<file path="config.mk">
export PLATFORM = sky130hd
export DESIGN_NAME = dfm_top
export DESIGN_NICKNAME = d
export VERILOG_FILES = /design/src/logic/dfm_pkg.sv /design/src/logic/dfm_top.sv /design/src/logic/dfm_image_crc.sv
export SDC_FILE = /design/constraint.sdc
export NUM_CORES = 1
export LEC_CHECK = 0
export BUFFER_PORTS_ARGS = -buffer_cell sky130_fd_sc_hd__clkbuf_2
export CAP_MARGIN = 5
export CELL_PAD_IN_SITES_DETAIL_PLACEMENT = 0
export CELL_PAD_IN_SITES_GLOBAL_PLACEMENT = 1
export CORE_ASPECT_RATIO = 1.5
export CORE_UTILIZATION = 50
export DETAILED_ROUTE_END_ITERATION = 6
export GPL_TIMING_DRIVEN = 0
export PLACE_DENSITY = 0.86
export SYNTH_ARGS = -nofsm -noshare
export SYNTH_HDL_FRONTEND = slang
export SYNTH_SLANG_ARGS = --single-unit
</file>
<file path="constraint.sdc">
create_clock -name clock -period 14.3 [get_ports clock]
set_input_delay 0.715 -clock clock [delete_from_list [all_inputs] [get_ports clock]]
set_output_delay 0.715 -clock clock [all_outputs]
set_load 0.005 [all_outputs]
</file>
<file path="src/logic/dfm_pkg.sv">
// Constants, register map and field layout of the digital fault monitor aggregator.
// Assumes one 125 MHz clock domain and a plain address/strobe register port.
//
// Function
// - Memory-image check always running, no enable
// - Check mismatch drives image fail flag low
// - Mismatch only sets flag, nothing else
// - One image word per oscillator period
// - Writing one restores image fail flag
// - Output pins sensed by separate receiver
// - Sensed level shown in two-bit field
// - Access at address FFh or above faults
// - Unassigned addresses below FFh raise nothing
// - Missing register reads zero data, address
// - Each monitor owns an active-low flag
// - Reset and comm flags in upper status
// - Upper status sent at frame start
// - Any unmasked detailed fault pulls combined flag low
// - Combined clears only after detailed cleared
// - Masked flag stays local, not combined
package dfm_pkg;

  localparam int ADDR_W = 9;
  localparam int DATA_W = 16;

  // Register offsets
  localparam logic [8:0] STATUS_MSB_ADDR = 9'h001;
  localparam logic [8:0] SUPPLY_ST_ADDR  = 9'h002;
  localparam logic [8:0] CLOCK_ST_ADDR   = 9'h003;
  localparam logic [8:0] LOGIC_ST_ADDR   = 9'h004;
  localparam logic [8:0] SUPPLY_MSK_ADDR = 9'h005;
  localparam logic [8:0] CLOCK_MSK_ADDR  = 9'h006;
  localparam logic [8:0] LOGIC_MSK_ADDR  = 9'h007;
  localparam logic [8:0] PIN_DIR_ADDR    = 9'h008;
  localparam logic [8:0] PIN_OUT_ADDR    = 9'h009;
  localparam logic [8:0] PIN_RB_ADDR     = 9'h00A;
  localparam logic [8:0] ADDR_LIMIT      = 9'h0FF;

  // Upper status bit positions
  localparam int RESET_OCC_BIT  = 15;
  localparam int ACCESS_BIT     = 14;
  localparam int SUPPLY_SUM_BIT = 13;
  localparam int TIMING_SUM_BIT = 12;
  localparam int LOGIC_SUM_BIT  = 11;

  // Group widths and logic status bits
  localparam int SUPPLY_N    = 8;
  localparam int TIMING_N    = 4;
  localparam int LOGIC_N     = 2;
  localparam int PIN_N       = 4;
  localparam int IMAGE_BIT   = 0;
  localparam int PIN_CHK_BIT = 1;

  // Reset values
  localparam logic [7:0] SUPPLY_RST = 8'hFF;
  localparam logic [3:0] TIMING_RST = 4'hF;
  localparam logic [1:0] LOGIC_RST  = 2'h3;
  localparam logic [7:0] MASK_RST   = 8'h00;
  localparam logic [3:0] PIN_RST    = 4'h0;

  // Memory image: last word holds the reference check value
  localparam int          IMAGE_WORDS = 16;
  localparam logic [3:0]  IMAGE_LAST  = 4'hF;
  localparam logic [15:0] CRC_SEED    = 16'h0000;
  localparam logic [15:0] CRC_POLY    = 16'h1021;
  localparam logic [15:0] IMAGE_RST   = 16'h0000;

  // Worst-case detection latency in oscillator periods
  localparam int MEMORY_CHECK_LATENCY = 2 * IMAGE_WORDS;

endpackage : dfm_pkg

</file>
<file path="src/logic/dfm_top.sv">
// Fault flag collection, pin readback, access monitor and status word.
// Assumes monitor inputs come from logic on this clock; pins and the
// diagnostic oscillator come from outside and are synchronised here.
`timescale 1ns/100ps
`default_nettype none
module dfm_top
  import dfm_pkg::*;
(
  input  wire logic              clock,
  input  wire logic              rst,
  input  wire logic [ADDR_W-1:0] reg_addr,
  input  wire logic [DATA_W-1:0] reg_wdata,
  input  wire logic              reg_wr,
  input  wire logic              reg_rd,
  output logic      [DATA_W-1:0] reg_rdata,
  output logic      [ADDR_W-1:0] reg_raddr,
  input  wire logic              diagnostic_oscillator,
  input  wire logic              image_wr,
  input  wire logic [3:0]        image_index,
  input  wire logic [15:0]       image_data,
  input  wire logic [7:0]        supply_fault_n,
  input  wire logic [3:0]        timing_fault_n,
  input  wire logic [PIN_N-1:0]  pin_in,
  output logic      [PIN_N-1:0]  pin_out,
  output logic      [PIN_N-1:0]  pin_oe,
  input  wire logic              frame_start,
  output logic      [15:0]       status_word
);

  typedef struct packed {
    logic              osc_s1;
    logic              osc_s2;
    logic              osc_s3;
    logic [PIN_N-1:0]  pin_s1;
    logic [PIN_N-1:0]  pin_s2;
    logic              reset_occurred_indicator_n;
    logic              access_fail_n;
    logic              supply_summary_fail_n;
    logic              timing_source_summary_fail_n;
    logic              logic_summary_fail_n;
    logic [7:0]        supply_st;
    logic [3:0]        timing_st;
    logic [1:0]        logic_st;
    logic [7:0]        supply_msk;
    logic [3:0]        timing_msk;
    logic [1:0]        logic_msk;
    logic [PIN_N-1:0]  pin_dir;
    logic [PIN_N-1:0]  pin_drv;
    logic [15:0]       rdata;
    logic [ADDR_W-1:0] raddr;
    logic [15:0]       status_word;
  } dfm_state_t;

  dfm_state_t s_q, s_d;

  logic              osc_step;
  logic              image_bad;
  logic [15:0]       upper_status;
  logic [2*PIN_N-1:0] pin_readback_value;
  logic              pin_mismatch;

  dfm_image_crc u_image_crc (
    .clock       (clock),
    .rst         (rst),
    .step        (osc_step),
    .image_wr    (image_wr),
    .image_index (image_index),
    .image_data  (image_data),
    .check_bad   (image_bad)
  );

  // Edge found on the second and third stage only, never the first
  assign osc_step = s_q.osc_s2 & ~s_q.osc_s3;

  // Readback field per pin: {drive mismatch, sensed level}; zero when an input
  always_comb begin
    pin_readback_value = '0;
    pin_mismatch       = 1'b0;
    for (int p = 0; p < PIN_N; p++) begin
      if (s_q.pin_dir[p]) begin
        pin_readback_value[2*p]   = s_q.pin_s2[p];
        pin_readback_value[2*p+1] = s_q.pin_s2[p] ^ s_q.pin_drv[p];
        pin_mismatch = pin_mismatch | (s_q.pin_s2[p] ^ s_q.pin_drv[p]);
      end
    end
  end

  always_comb begin
    upper_status                 = 16'h0000;
    upper_status[RESET_OCC_BIT]  = s_q.reset_occurred_indicator_n;
    upper_status[ACCESS_BIT]     = s_q.access_fail_n;
    upper_status[SUPPLY_SUM_BIT] = s_q.supply_summary_fail_n;
    upper_status[TIMING_SUM_BIT] = s_q.timing_source_summary_fail_n;
    upper_status[LOGIC_SUM_BIT]  = s_q.logic_summary_fail_n;
  end

  always_comb begin
    logic [1:0]  lg_evt_n;
    logic        sup_hit;
    logic        tim_hit;
    logic        lg_hit;
    logic        wr_sm;
    lg_evt_n = LOGIC_RST;
    sup_hit  = 1'b0;
    tim_hit  = 1'b0;
    lg_hit   = 1'b0;
    wr_sm    = 1'b0;
    s_d      = s_q;

    s_d.osc_s1 = diagnostic_oscillator;
    s_d.osc_s2 = s_q.osc_s1;
    s_d.osc_s3 = s_q.osc_s2;
    s_d.pin_s1 = pin_in;
    s_d.pin_s2 = s_q.pin_s1;

    // Plain registers
    if (reg_wr) begin
      case (reg_addr)
        SUPPLY_MSK_ADDR: s_d.supply_msk = reg_wdata[7:0];
        CLOCK_MSK_ADDR:  s_d.timing_msk = reg_wdata[3:0];
        LOGIC_MSK_ADDR:  s_d.logic_msk  = reg_wdata[1:0];
        PIN_DIR_ADDR:    s_d.pin_dir    = reg_wdata[PIN_N-1:0];
        PIN_OUT_ADDR:    s_d.pin_drv    = reg_wdata[PIN_N-1:0];
        default:         ;
      endcase
    end

    // Detailed flags: write one restores, a new fault wins over the clear
    if (reg_wr && reg_addr == SUPPLY_ST_ADDR) begin
      s_d.supply_st = s_q.supply_st | reg_wdata[7:0];
    end
    if (reg_wr && reg_addr == CLOCK_ST_ADDR) begin
      s_d.timing_st = s_q.timing_st | reg_wdata[3:0];
    end
    if (reg_wr && reg_addr == LOGIC_ST_ADDR) begin
      s_d.logic_st = s_q.logic_st | reg_wdata[1:0];
    end
    // Image mismatch only lowers its flag; the device carries on
    lg_evt_n[IMAGE_BIT]   = ~image_bad;
    lg_evt_n[PIN_CHK_BIT] = ~pin_mismatch;
    s_d.supply_st = s_d.supply_st & supply_fault_n;
    s_d.timing_st = s_d.timing_st & timing_fault_n;
    s_d.logic_st  = s_d.logic_st & lg_evt_n;

    // Masked flags still report locally but stay out of the summary
    sup_hit = |(~s_d.supply_st & ~s_q.supply_msk);
    tim_hit = |(~s_d.timing_st & ~s_q.timing_msk);
    lg_hit  = |(~s_d.logic_st & ~s_q.logic_msk);

    // Summary clear is refused while any detailed flag is still low
    wr_sm = reg_wr && (reg_addr == STATUS_MSB_ADDR);
    if (wr_sm && reg_wdata[SUPPLY_SUM_BIT] && (&s_q.supply_st)) begin
      s_d.supply_summary_fail_n = 1'b1;
    end
    if (wr_sm && reg_wdata[TIMING_SUM_BIT] && (&s_q.timing_st)) begin
      s_d.timing_source_summary_fail_n = 1'b1;
    end
    if (wr_sm && reg_wdata[LOGIC_SUM_BIT] && (&s_q.logic_st)) begin
      s_d.logic_summary_fail_n = 1'b1;
    end
    if (wr_sm && reg_wdata[RESET_OCC_BIT]) begin
      s_d.reset_occurred_indicator_n = 1'b1;
    end
    if (wr_sm && reg_wdata[ACCESS_BIT]) begin
      s_d.access_fail_n = 1'b1;
    end
    if (sup_hit) begin
      s_d.supply_summary_fail_n = 1'b0;
    end
    if (tim_hit) begin
      s_d.timing_source_summary_fail_n = 1'b0;
    end
    if (lg_hit) begin
      s_d.logic_summary_fail_n = 1'b0;
    end

    // Only the top of the address space faults; holes below it are quiet
    if ((reg_wr || reg_rd) && reg_addr >= ADDR_LIMIT) begin
      s_d.access_fail_n = 1'b0;
    end

    // Read data stands for one cycle only
    s_d.rdata = 16'h0000;
    s_d.raddr = '0;
    if (reg_rd) begin
      s_d.raddr = reg_addr;
      case (reg_addr)
        STATUS_MSB_ADDR: s_d.rdata = upper_status;
        SUPPLY_ST_ADDR:  s_d.rdata = {8'h00, s_q.supply_st};
        CLOCK_ST_ADDR:   s_d.rdata = {12'h000, s_q.timing_st};
        LOGIC_ST_ADDR:   s_d.rdata = {14'h0000, s_q.logic_st};
        SUPPLY_MSK_ADDR: s_d.rdata = {8'h00, s_q.supply_msk};
        CLOCK_MSK_ADDR:  s_d.rdata = {12'h000, s_q.timing_msk};
        LOGIC_MSK_ADDR:  s_d.rdata = {14'h0000, s_q.logic_msk};
        PIN_DIR_ADDR:    s_d.rdata = {12'h000, s_q.pin_dir};
        PIN_OUT_ADDR:    s_d.rdata = {12'h000, s_q.pin_drv};
        PIN_RB_ADDR:     s_d.rdata = {8'h00, pin_readback_value};
        default: begin
          s_d.rdata = 16'h0000;
          s_d.raddr = '0;
        end
      endcase
    end

    // Snapshot at frame start so the word cannot change mid-frame
    if (frame_start) begin
      s_d.status_word = upper_status;
    end
  end

  always_ff @(posedge clock or posedge rst) begin
    if (rst) begin
      s_q <= '{
        osc_s1: 1'b0, osc_s2: 1'b0, osc_s3: 1'b0,
        pin_s1: PIN_RST, pin_s2: PIN_RST,
        reset_occurred_indicator_n: 1'b0,
        access_fail_n: 1'b1,
        supply_summary_fail_n: 1'b1,
        timing_source_summary_fail_n: 1'b1,
        logic_summary_fail_n: 1'b1,
        supply_st: SUPPLY_RST, timing_st: TIMING_RST, logic_st: LOGIC_RST,
        supply_msk: MASK_RST, timing_msk: MASK_RST[3:0], logic_msk: MASK_RST[1:0],
        pin_dir: PIN_RST, pin_drv: PIN_RST,
        rdata: 16'h0000, raddr: 9'h000, status_word: 16'h0000
      };
    end else begin
      s_q <= s_d;
    end
  end

  assign reg_rdata   = s_q.rdata;
  assign reg_raddr   = s_q.raddr;
  assign pin_out     = s_q.pin_drv;
  assign pin_oe      = s_q.pin_dir;
  assign status_word = s_q.status_word;

endmodule : dfm_top
`default_nettype wire

</file>
<file path="src/logic/dfm_image_crc.sv">
// Serial check engine over the internal memory image.
// Assumes one step pulse per diagnostic oscillator period from the parent.
`timescale 1ns/100ps
`default_nettype none
module dfm_image_crc
  import dfm_pkg::*;
(
  input  wire logic        clock,
  input  wire logic        rst,
  input  wire logic        step,
  input  wire logic        image_wr,
  input  wire logic [3:0]  image_index,
  input  wire logic [15:0] image_data,
  output logic             check_bad
);

  typedef struct packed {
    logic [IMAGE_WORDS-1:0][15:0] mem;
    logic [3:0]                   idx;
    logic [15:0]                  crc;
    logic                         bad;
  } dfm_crc_st_t;

  dfm_crc_st_t s_q, s_d;

  function automatic logic [15:0] crc_word(input logic [15:0] c, input logic [15:0] w);
    logic [15:0] r;
    r = c;
    for (int i = 15; i >= 0; i--) begin
      r = (r[15] ^ w[i]) ? ({r[14:0], 1'b0} ^ CRC_POLY) : {r[14:0], 1'b0};
    end
    return r;
  endfunction : crc_word

  always_comb begin
    s_d     = s_q;
    s_d.bad = 1'b0;
    if (image_wr) begin
      s_d.mem[image_index] = image_data;
    end
    // No enable: the pass restarts forever
    if (step) begin
      if (s_q.idx == IMAGE_LAST) begin
        s_d.bad = (s_q.crc != s_q.mem[IMAGE_LAST]);
        s_d.crc = CRC_SEED;
        s_d.idx = 4'h0;
      end else begin
        s_d.crc = crc_word(s_q.crc, s_q.mem[s_q.idx]);
        s_d.idx = s_q.idx + 4'h1;
      end
    end
  end

  always_ff @(posedge clock or posedge rst) begin
    if (rst) begin
      s_q <= '{mem: {IMAGE_WORDS{IMAGE_RST}}, idx: 4'h0, crc: CRC_SEED, bad: 1'b0};
    end else begin
      s_q <= s_d;
    end
  end

  assign check_bad = s_q.bad;

endmodule : dfm_image_crc
`default_nettype wire

</file>
# Word-level counts from Yosys, hierarchy flattened
# Index checks and enable logic that the tools add are counted.
# Widths: inputs -> output; s select.
[totals]
word_cells = 192
register_bits = 359
[op_classes]
bitwise_logic = 58
add_sub_neg = 1
muxes = 46
reduce_logical = 31
n_eq_ne = 12
order_cmp = 4
[ops]
columns = ["cell", "count"]
rows = [
  ["$bwmux 256", 1],
  ["$mux 13", 16],
  ["$pmux 16 s10", 1],
  ["$bmux 16 s4", 1],
  ["$demux 16 s4", 1],
  ["$not 3->3", 16],
  ["$eq 9x3->1 const B", 4],
  ["$mux 16", 2],
  ["$eq 9x4->1 const B", 3],
  ["$mux 25", 1],
  ["$mux 20", 1],
  ["$xor 1x1->1", 20],
  ["$eq 9x2->1 const B", 2],
  ["$and 8x8->8", 2],
  ["$ne 16x16->1", 1],
  ["$not 8->8", 2],
  ["$logic_and 1x1->1", 14],
  ["$mux 1", 14],
  ["$reduce_and 2->1", 6],
  ["$lt 4x5->1 const B", 2],
  ["$mux 2", 5],
  ["$reduce_or 10->1", 1],
  ["$eq 9x1->1 const B", 1],
  ["$ge 9x8->1 const B", 1],
  ["other kinds (23)", 34],
]

# Logic depth before layout (Yosys ltp)
# Gate-level depths: netlist of the first run.
[logic_depth]
ltp_word = 35
ltp_mapped = 13
ltp_nobuf = 9

# By module
# Synthesis of the first run repeated with hierarchy kept, for this count alone.
[unflattened]
hier_cells = 1251
hier_area_um2 = 17302.8
[by_module_without_submodules]
columns = ["mod", "seq_area_each_um2", "n_inst", "cells_each", "area_each_um2"]
rows = [
  ["dfm_image_crc", 6931.6, 1, 915, 13510.5],
  ["dfm_top", 1999.4, 1, 336, 3792.4],
]

# Least setup slack after synthesis of the first run
# No wires, ideal clock.
[synth_timing]
path_type = "register -> register"
from = "reg u_image_crc.s_q[17] (netlist bit)"
to = "reg u_image_crc.s_q[13] (netlist bit)"
slack_ns = 11.115
t_arrival_ns = 3.055
stages_incl_launch_ff = 10
setup_ns = 0.129
n_path_buf = 1
synth_period_minus_slack_ns = 3.185
cell_sequence = "dfrtp_1 buf_6 mux4_2 mux4_2 xnor2_4 xnor2_2 xnor3_2 xnor3_1 xnor2_1 o21ai_1"
[synth_via]
elab_chain_cells = 19
elab_cells_between_ends = 31
cone_classes = "1 x eq/ne; 19 x mux; 11 x bitwise"
[synth_lines]
columns = ["element", "line", "source"]
rows = [
  ["start, declared", "dfm_image_crc.sv:24", "dfm_crc_st_t s_q, s_d;"],
  ["start signal, assigned", "dfm_image_crc.sv:56", "s_q <= '{mem: {IMAGE_WORDS{IMAGE_RST}}, idx: 4'h0, crc: CRC_SEED, bad: 1'b0};"],
  ["$bmux 16 s4", "dfm_image_crc.sv:48", "s_d.crc = crc_word(s_q.crc, s_q.mem[s_q.idx]);"],
  ["$mux 16 (not written as such)", "dfm_image_crc.sv:48", ""],
  ["$xor 1x1->1", "dfm_image_crc.sv:30", "r = (r[15] ^ w[i]) ? ({r[14:0], 1'b0} ^ CRC_POLY) : {r[14:0], 1'b0};"],
  ["$mux 13 (5 in series)", "dfm_image_crc.sv:30", ""],
  ["$not 3->3 (no source line)", "n/a", ""],
  ["$mux 13 (7 in series)", "dfm_image_crc.sv:30", ""],
  ["$not 3->3 (no source line)", "n/a", ""],
  ["$mux 13", "dfm_image_crc.sv:30", ""],
  ["$mux 20 (*)", "dfm_image_crc.sv:43", "if (s_q.idx == IMAGE_LAST) begin"],
]
# Every way passes the cells marked *; elsewhere a longest branch is shown, timed or not. The select of a mux whose other input is x is not followed.
# A chain may end at the register's enable or synchronous reset.

# Worst setup path in the final report of the first run
[layout_timing]
from = "reg u_image_crc.s_q[18] (netlist bit)"
to = "reg u_image_crc.s_q[16] (netlist bit)"
# Same word-level chain as after synthesis.

==> key figures, run 1 <==
Run status
  – Status: finished, violations left
  – Failing checks: DRC

Setup path
  – Startpoint types: register
  – CP startpoint: u_image_crc.s_q[18]
  – CP max-delay cell: mux4_2
  – Required @ worst endpoint: 14700 ps
  – Kind of critical path: register to register
  – CP delay by family, top: buffers and inverters
  – CP Cell Sequence: buf_2 -> buf_4 -> buf_2 -> buf_4 -> buf_2 -> mux4_1 -> mux4_2 -> xnor2_1 -> xor2_1 -> xor3_1 -> a21oi_1 -> o22ai_1
  – Buffer and inverter count on the worst path: 5
  – Worst stage delay on the critical path: 530 ps
  – Worst Path Max Fanout: 10
  – Worst Setup End Kind: register
  – FF-to-FF Start: u_image_crc.s_q[18]
  – Worst EP arrival: 4350 ps
  – Cell repeated most along the worst path: buf_2

Floorplan
  – Rows: 82
  – IO Count: 117
  – DIE AREA: 34800 µm²
  – Width of the chip: 153 µm
  – Die Ht: 228 µm
  – Initial core utilization: 50.9%
  – Core Region: 33400 µm²

Synth
  – Post-synth cell types: 62
  – Sequential share of the synthesized area: 52.4%
  – Area share of the largest cell type after synthesis: 49.7%
  – Syn Inst Count: 1208
  – Top cells by area, synth: dfrtp_1 50%, mux2_2 20%, mux4_2 5.3%, mux4_1 3.4%, dfstp_2 2.8%
  – Synth Register Bits: 356
  – Ys Warns: 0
  – Post-Synthesis Cell Area: 17000 µm²
  – Primary FF master, synth: dfrtp_1
  – Yosys top cell by area: dfrtp_1
  – Post-synth EDFFs: 0
  – Syn Area/Cell: 14.1 µm²
  – Asr flop ratio synth: 100%

Clock tree
  – H-Tree Depth: 2
  – Worst-case clock buffer depth: 3
  – Post-CTS sizing: 0
  – CTS buffer count: 37
  – Post-CTS Setup Bufs: 0
  – Hold-fix buffers, CTS: 0
  – Clock Tree Root: clkbuf_16
  – Insertion delay to the later sink of the worst-skew pair: 530 ps
  – # clock sinks: 356
  – Clock-pin slew on the worst setup and hold paths: 70 ps
  – CTS tree: done

Routing
  – Final WL: 40500 µm
  – Drt via density: 5.83
  – Antenna viol nets, final: 0
  – DRC Markers: 19
  – Via count: 10500
  – Initial DRC Count: 663
  – Average wire per standard cell: 22.4 µm
  – First drt pass iteration count: 7

Global route
  – Global route hottest layer: met2
  – Vias in the first global route: 11200
  – Largest net degree at the start of global routing: 133
  – Met1 GRT Util: 28.5%
  – M3 GR Usage: 3.61%
  – First-pass GRT wire length: 64400 µm
  – Grt total ovfl: 0
  – Total GRT Usage: 24.2%
  – Met2 usage: 43.3%
  – Antenna violations before repair: 0

STA
  – Worst Max-Slew Pin Slew: 971 ps
  – RSZ-0062 raised after global routing: false
  – Fin. Hold Viols: 0
  – Fin crit period: 3950 ps
  – Final Skew: 17.2 ps
  – Max Transition Viols Final: 0
  – Fmax: 0.253 GHz
  – Period utilisation layout: 27.6%
  – Setup TNS Final: 0 ps
  – Worst slew margin: 35.3%
  – Final setup violating endpoints: 0

Placement
  – Placed cell count: 1744
  – Input/output buffers: 96
  – Post-DP HPWL: 28600 µm
  – GP Congestion: 0.885

Power
  – Power density cells: 214 nW/µm²
  – Max VDD drop: 0.255 mV
  – Pleak: 0.00858 µW

Finish
  – Area grow syn2layout: 13.7%
  – Ratio of cells with drive above 1 in the final layout: 42.6%
  – Layout Cells excl Fill: 1808
  – Nets@finish: 1432
  – Diodes inserted: 0

Min path
  – Type of the most critical hold path: input port to register
  – Hold_sp: pin_in[1]

Flow run
  – MaxCap Viol Count: 0
==> Yosys cell counts, types with 13 or more instances <==
library cell and n:
dfrtp_1 338, mux2_2 299, buf_4 57, clkbuf_1 50, xnor2_1 41, mux4_2 40
nor2_1 40, nand2_1 38, mux2i_1 26, a21oi_1 25, o21ai_0 24, mux4_1 22
dfstp_2 18, nand3_1 16, nor2b_1 16, xor2_1 13
==> cells by family (layout without fill, tap and decap cells) <==
logic type,count (synthesis),in the layout,share of synthesized area (%)
muxes,387,387,30.0
DFF,356,356,52.4
and+or+nand+nor,172,172,5.14
buffers and inverters,129,291,4.60
AOI/OAI and AO/OA,96,96,3.50
xor gates and xnor gates,66,66,4.24
adders and majority gates,1,1,0.0735
other,1,19,0.0220
==> cell type report <==
type,instances,area [µm²]
Sequential cell,356,8930
Inverter,8,37.5
Clock buffer,58,1120
Clock inverter,6,87.6
Multi-Input combinational cell,741,7380
Timing Repair Buffer,98,536
Fill cell,2727,14100
Buffer,121,753
Tap cell,420,526
==> metrics by stage <==
| stage | worst slack [ps] | util (%) | area, µm² | hold slack (ps) | power, µW |
|---|---|---|---|---|---|
| after floorplan | 3740 | - | 17100 | 331 | 2810 |
| after global placement | 376 | 54.1 | 18100 | 336 | 3160 |
| after detailed placement | 10370 | 54.3 | 18200 | 336 | 3200 |
| after CTS | 10350 | 57.9 | 19400 | 272 | 4180 |
| after global routing | 10210 | 57.9 | 19400 | 276 | 4390 |
| final | 10350 | 57.9 | 19400 | 295 | 4160 |
==> cells in the final DEF (no fill, tap or decap), drive strengths merged, types with 18 or more instances in the layout <==
cell type,n
a21oi,25
buf,73
clkbuf,204
conb,19
dfrtp,338
dfstp,18
mux2,299
mux2i,26
mux4,62
nand2,39
nor2,40
o21ai,27
xnor2,47
==> report_power, final <==
part / switching, µW / internal (µW)
Clock: 391 / 573
Combinational: 867 / 980
Sequential: 129 / 1220
==> sequential cells by signal (all words and copies together), names as in the netlist <==
name,cells
pin_oe,4
pin_out,4
reg_raddr,9
reg_rdata,13
s_d,6
s_q,38
status_word,5
u_image_crc.check_bad,1
u_image_crc.s_q,276
==> path summary, 6_finish.rpt <==
check,depth (start not counted),slack (ps),to
worst max-delay path,12,10350,u_image_crc.s_q[16]
worst min-delay path,1,300,s_d[83]
worst max register to register,12,10350,u_image_crc.s_q[16]
worst min register to register,0,350,s_q[83]
max in group asynchronous,4,12340,u_image_crc.s_q[74]
min in group asynchronous,2,310,u_image_crc.s_q[81]
==> layer usage <==
metal / share of wire, % / wire length, µm
met2: 52 / 21300
met3: 4.3 / 1760
met1: 39 / 15700
met4: 4.5 / 1820
met5: 0 / 0
(Power assumes the default switching activity.)
==> inputs of run 2 (changes only) <==
- CORE_UTILIZATION: 50 -> 46
- PLACE_DENSITY: 0.86 -> 0.83
- clock period: 14.3 -> 3.3 ns (I/O delays scaled with it)
==> key figures, run 2 (same netlist as run 1, synthesis figures left out) <==
Floorplan
  – Core Region: 36600 µm²
  – Die Ht: 238 µm
  – DIE AREA: 37800 µm²
  – IO Count: 117
  – Initial core utilization: 46.6%
  – Width of the chip: 159 µm
  – Rows: 86

Global route
  – Largest net degree at the start of global routing: 44
  – Vias in the first global route: 11600
  – Total GRT Usage: 23.0%
  – First-pass GRT wire length: 66300 µm
  – Grt total ovfl: 0
  – Antenna violations before repair: 0

Clock tree
  – Worst-case clock buffer depth: 3
  – CTS buffer count: 36
  – H-Tree Depth: 2
  – Clock-pin slew on the worst setup and hold paths: 60 ps
  – Clock Tree Root: clkbuf_16
  – CTS tree: done
  – # clock sinks: 356
  – Insertion delay to the later sink of the worst-skew pair: 550 ps

Setup path
  – CP max-delay cell: mux4_2
  – CP Cell Sequence: buf_12 -> buf_12 -> buf_12 -> clkbuf_16 -> mux4_2 -> mux4_2 -> xnor2_2 -> xor2_2 -> xor3_1 -> buf_4 -> o22ai_2
  – Critical R2R Capture: u_image_crc.s_q[16]
  – Buffer and inverter count on the worst path: 5
  – R2R setup slack: 20 ps
  – Required @ worst endpoint: 3750 ps
  – Cell repeated most along the worst path: buf_12
  – Worst Setup End Kind: register
  – Critical Path End: u_image_crc.s_q[16]
  – FF-to-FF Start: u_image_crc.s_q[17]
  – CP startpoint: u_image_crc.s_q[17]
  – Stages on the worst setup path: 11
  – Worst EP arrival: 3730 ps
  – Reg2reg path depth: 11
  – Worst stage delay on the critical path: 540 ps
  – Startpoint types: register
  – Kind of critical path: register to register
  – Worst Path Max Fanout: 7
  – CP delay by family, top: multiplexers

Power
  – Pleak: 0.00914 µW
  – Max VDD drop: 1.62 mV
  – Power density cells: 1010 nW/µm²

Routing
  – Drt via density: 5.55
  – Initial DRC Count: 609
  – Via count: 10800
  – Antenna viol nets, final: 0
  – Average wire per standard cell: 21.8 µm
  – Final WL: 42600 µm
  – First drt pass iteration count: 5
  – DRC Markers: 0

Finish
  – Ratio of cells with drive above 1 in the final layout: 46.2%
  – Commonest non-fill, non-tap cells in the layout: 337 x dfrtp_1, 299 x mux2_2, 97 x clkbuf_2
  – Reg with most FFs: u_image_crc.s_q
  – Commonest non-fill, non-tap cell in the layout: dfrtp_1
  – Nets@finish: 1514
  – Layout fillers: 2938
  – Area grow syn2layout: 21.9%
  – Diodes inserted: 0
  – Max reg flops: 276

STA
  – Final WS setup: 19.1 ps
  – Hold Slack: 16.5 ps
  – RSZ-0062 raised after global routing: true
  – Max Transition Viols Final: 0
  – Period utilisation layout: 99.4%
  – Fin crit period: 3280 ps
  – Final setup violating endpoints: 0
  – Final Skew: 21.1 ps
  – Fin. Hold Viols: 0
  – Worst Max-Slew Pin Slew: 940 ps
  – Worst slew margin: 37.3%
  – Fmax: 0.305 GHz

Flow run
  – MaxCap Viol Count: 0

Placement
  – Input/output buffers: 96
  – Post-DP HPWL: 29600 µm
  – Place WS: -690 ps
  – GP Congestion: 0.951

Run status
  – Status: finished, final reports clean

Min path
  – Type of the most critical hold path: input port to register
  – Hold path depth: 2
==> run 2: worst min-delay path by stage <==
| stage | from | endpoint | slack [ps] |
|---|---|---|---|
| final | image_data[14] | u_image_crc.s_q[211] | 20 |
| after global routing | image_data[14] | u_image_crc.s_q[211] | 20 |
| after CTS | image_data[14] | u_image_crc.s_q[243] | 0.05 |
| after detailed placement | rst | u_image_crc.s_q[34] | 50 |
| after global placement | diagnostic_oscillator | s_d[91] | 280 |
| after floorplan | pin_in[0] | s_d[82] | 200 |
==> run 2: cell type report <==
type / count / area, µm² / area share (%)
sequential: 356 / 8930 / 43.0
multi-input combinational: 741 / 7670 / 37.0
timing repair buffer: 181 / 1420 / 6.83
clock buffer: 49 / 1040 / 5.01
buffer: 121 / 861 / 4.15
tap: 484 / 606 / 2.92
clock inverter: 15 / 194 / 0.934
inverter: 8 / 33.8 / 0.163
==> run 2: power by group <==
group | leakage, µW | total [µW] | internal, µW | switching (µW)
clock | 0.000616 | 4280 | 2530 | 1750
combinational | 0.00412 | 10900 | 6090 | 4830
sequential | 0.00440 | 5860 | 5270 | 589
total | 0.00914 | 21100 | 13900 | 7170
==> run 2: metal layers <==
metal,wire length (µm),track usage [%],vias to the layer above,part of all wire (%)
li1,-,-,4812,-
met1,16200,25.7,5642,38
met2,23300,43.2,300,55
met3,1460,2.81,89,3.4
met4,1680,10.5,0,3.9
met5,0,0,-,0
==> run 2: through the flow <==
step | setup TNS, ps | instances | area (µm²) | power, µW | utilization [%]
3_3_place_gp | -1185360 | 1806 | 18200 | 13700 | 49.7
3_5_place_dp | -4790 | 1816 | 18400 | 13900 | 50.3
2_1_floorplan | -553610 | 1226 | 17100 | 12200 | -
6_report | 0 | 1955 | 20800 | 21100 | 56.7
5_1_grt | -193 | 1955 | 20800 | 22000 | 56.7
4_1_cts | 0 | 1946 | 20500 | 19700 | 56.0
==> run 2: timing repair <==
item	4_1_cts	5_1_grt
buffers inserted	17	8
pin swaps	18	13
gates resized for setup	53	35
endpoints found under the hold margin	170	0
setup endpoints to repair	13	9
hold buffers	48	0
cloned	1	1
==> inputs of run 3 (changes only) <==
- PLACE_DENSITY: 0.83 -> 0.84
- SYNTH_HIERARCHICAL: default -> 1
==> key figures, run 3 <==
STA
  – Period utilisation layout: 97.9%
  – Max Transition Viols Final: 0
  – Worst Max-Slew Pin Slew: 1220 ps
  – Worst slew margin: 19.0%
  – Fin crit period: 3230 ps
  – Setup TNS Final: 0 ps
  – Final Skew: 24.9 ps
  – Fmax: 0.309 GHz
  – Final setup violating endpoints: 0
  – Fin. Hold Viols: 0

Floorplan
  – DIE AREA: 38400 µm²
  – Die Ht: 240 µm
  – Rows: 86
  – Core Region: 36900 µm²
  – IO Count: 117
  – Initial core utilization: 46.9%
  – Width of the chip: 160 µm

Synth
  – Syn Inst Count: 1251
  – Synth Register Bits: 356
  – Syn Area/Cell: 13.8 µm²
  – Most common cell in the netlist: dfrtp_1
  – Commonest cells in the netlist: 338 x dfrtp_1, 292 x mux2_2, 54 x buf_4, 50 x mux2i_1, 48 x xnor2_1
  – Post-synth cell types: 76
  – Post-Synthesis Cell Area: 17300 µm²
  – Primary FF master, synth: dfrtp_1
  – Yosys top cell by area: dfrtp_1
  – Sequential share of the synthesized area: 51.6%
  – Asr flop ratio synth: 100%
  – Top cells by area, synth: dfrtp_1 49%, mux2_2 19%, mux4_2 5.5%, mux2i_1 2.9%, dfstp_2 2.7%
  – Ys Warns: 6
  – Area share of the largest cell type after synthesis: 48.9%
  – Post-synth EDFFs: 0

Setup path
  – Worst Setup End Kind: register
  – Startpoint types: register
  – Worst Path Max Fanout: 8
  – Required @ worst endpoint: 3760 ps
  – Worst EP arrival: 3690 ps
  – Kind of critical path: register to register

Clock tree
  – Insertion delay to the later sink of the worst-skew pair: 540 ps
  – Clock-pin slew on the worst setup and hold paths: 60 ps
  – Worst-case clock buffer depth: 3
  – # clock sinks: 356
  – H-Tree Depth: 2
  – CTS tree: done
  – CTS buffer count: 37
  – Clock Tree Root: clkbuf_16

Routing
  – Final WL: 45400 µm
  – Initial DRC Count: 716
  – Average wire per standard cell: 22.8 µm
  – First drt pass iteration count: 5
  – Drt via density: 5.66
  – DRC Markers: 0
  – Antenna viol nets, final: 0
  – Via count: 11300

Power
  – Max VDD drop: 0.660 mV
  – Pleak: 0.00918 µW
  – Power density cells: 932 nW/µm²
  – Tot Pwr: 19200 µW

Finish
  – Commonest non-fill, non-tap cell in the layout: dfrtp_1
  – Register area: 8930 µm²
  – Area grow syn2layout: 19.2%
  – Area of the multi-input gates: 7610 µm²
  – Commonest non-fill, non-tap cells in the layout: 337 x dfrtp_1, 292 x mux2_2, 97 x clkbuf_2
  – Layout Cells excl Fill: 1992
  – Reg with most FFs: u_image_crc/s_q
  – Ratio of cells with drive above 1 in the final layout: 43.9%
  – Nets@finish: 1549
  – Max reg flops: 276
  – Layout fillers: 2936
  – Diodes inserted: 0

Global route
  – Vias in the first global route: 12000
  – Antenna violations before repair: 0
  – Largest net degree at the start of global routing: 76
  – First-pass GRT wire length: 70000 µm
  – Total GRT Usage: 24.3%
  – Grt total ovfl: 0

Placement
  – Post-DP HPWL: 31100 µm
  – Input/output buffers: 96
  – GP Congestion: 0.913
  – Placed cell count: 1857

Flow run
  – MaxCap Viol Count: 0

Min path
  – Type of the most critical hold path: input port to register

Run status
  – Status: finished, final reports clean
run 3: cell types whose count changed after synthesis, sizes merged, moves of 7 or more:
cell | before | now
mux2i | 26 | 52
o22ai | 12 | 22
a22oi | 1 | 13
inv | 7 | 23
xnor2 | 47 | 56
nor2 | 40 | 28
o221ai | 0 | 9
and2 | 5 | 13
nor2b | 16 | 9
mux4 | 62 | 46
o21ai | 27 | 15
run 3: area by class of cell:
| type | instances | area share, % |
|---|---|---|
| flip-flops and latches | 356 | 43.3 |
| multi-input cells | 769 | 36.9 |
| repair buffers | 172 | 6.29 |
| clock buffers | 53 | 5.17 |
| plain buffers | 121 | 4.38 |
| well taps | 484 | 2.94 |
| clock inverters | 14 | 0.534 |
| inverters | 23 | 0.461 |
run 3: logic make-up after synthesis:
logic type,after synthesis,synth area share [%]
mux,392,28.3
flops,356,51.6
simple gates,167,5.41
buf+inv,144,5.37
compound gates,121,5.03
xor+xnor,69,4.22
fa+ha+maj,1,0.0723
other cells,1,0.0217
run 3: critical path, cell delays in order (launching register included):
cell and delay (ps):
dfrtp_1 380, buf_6 140, buf_12 130, buf_12 140
mux4_2 500, mux4_2 590, xnor2_2 180, xnor2_1 140
xnor3_2 480, buf_4 160, xor2_1 150, o22ai_1 140
run 3: final timing paths:
kind	slack (ps)	depth (start not counted)	from	endpoint
min	30	3	reg_wdata[1]	s_q[66]
max in group asynchronous	2160	5	rst	u_image_crc/s_q[36]
max	70	11	u_image_crc/s_q[17]	u_image_crc/s_q[9]
min reg2reg	350	0	s_d[82]	s_q[82]
min in group asynchronous	110	3	rst	reg_raddr[7]
max reg2reg	70	11	u_image_crc/s_q[17]	u_image_crc/s_q[9]
run 3: where the power goes:
group | internal [µW] | switching, µW | leakage, µW
registers | 5260 | 572 | 0.00440
clock network | 2340 | 1710 | 0.000590
logic | 4960 | 4370 | 0.00420
run 3: through the flow:
stage | utilization [%] | cell area [µm²] | worst slack, ps | hold slack, ps
2_1_floorplan | - | 17400 | -530 | 196
5_1_grt | 55.9 | 20600 | -19.5 | 20.2
3_3_place_gp | 50.0 | 18500 | -2120 | 275
3_5_place_dp | 50.5 | 18600 | -230 | 77.1
4_1_cts | 55.2 | 20400 | 30.7 | 3.28
6_report | 55.9 | 20600 | 68.6 | 31.2
run 3: routing by layer:
layer	part of all wire [%]	wire [µm]	vias to the layer above	global-route usage [%]
met1	38	17200	5812	27.8
met3	4.3	1970	147	3.58
met4	6.6	3010	0	15.0
li1	-	-	4962	-
met5	0	0	-	0
met2	51	23300	358	42.7
run 3: timing repair:
action / in CTS / in global routing
endpoints found under the setup margin: 9 / 7
hold buffers: 50 / 0
setup buffers: 2 / 16
pin swaps: 2 / 6
gates resized for setup: 16 / 22
endpoints found under the hold margin: 190 / 0
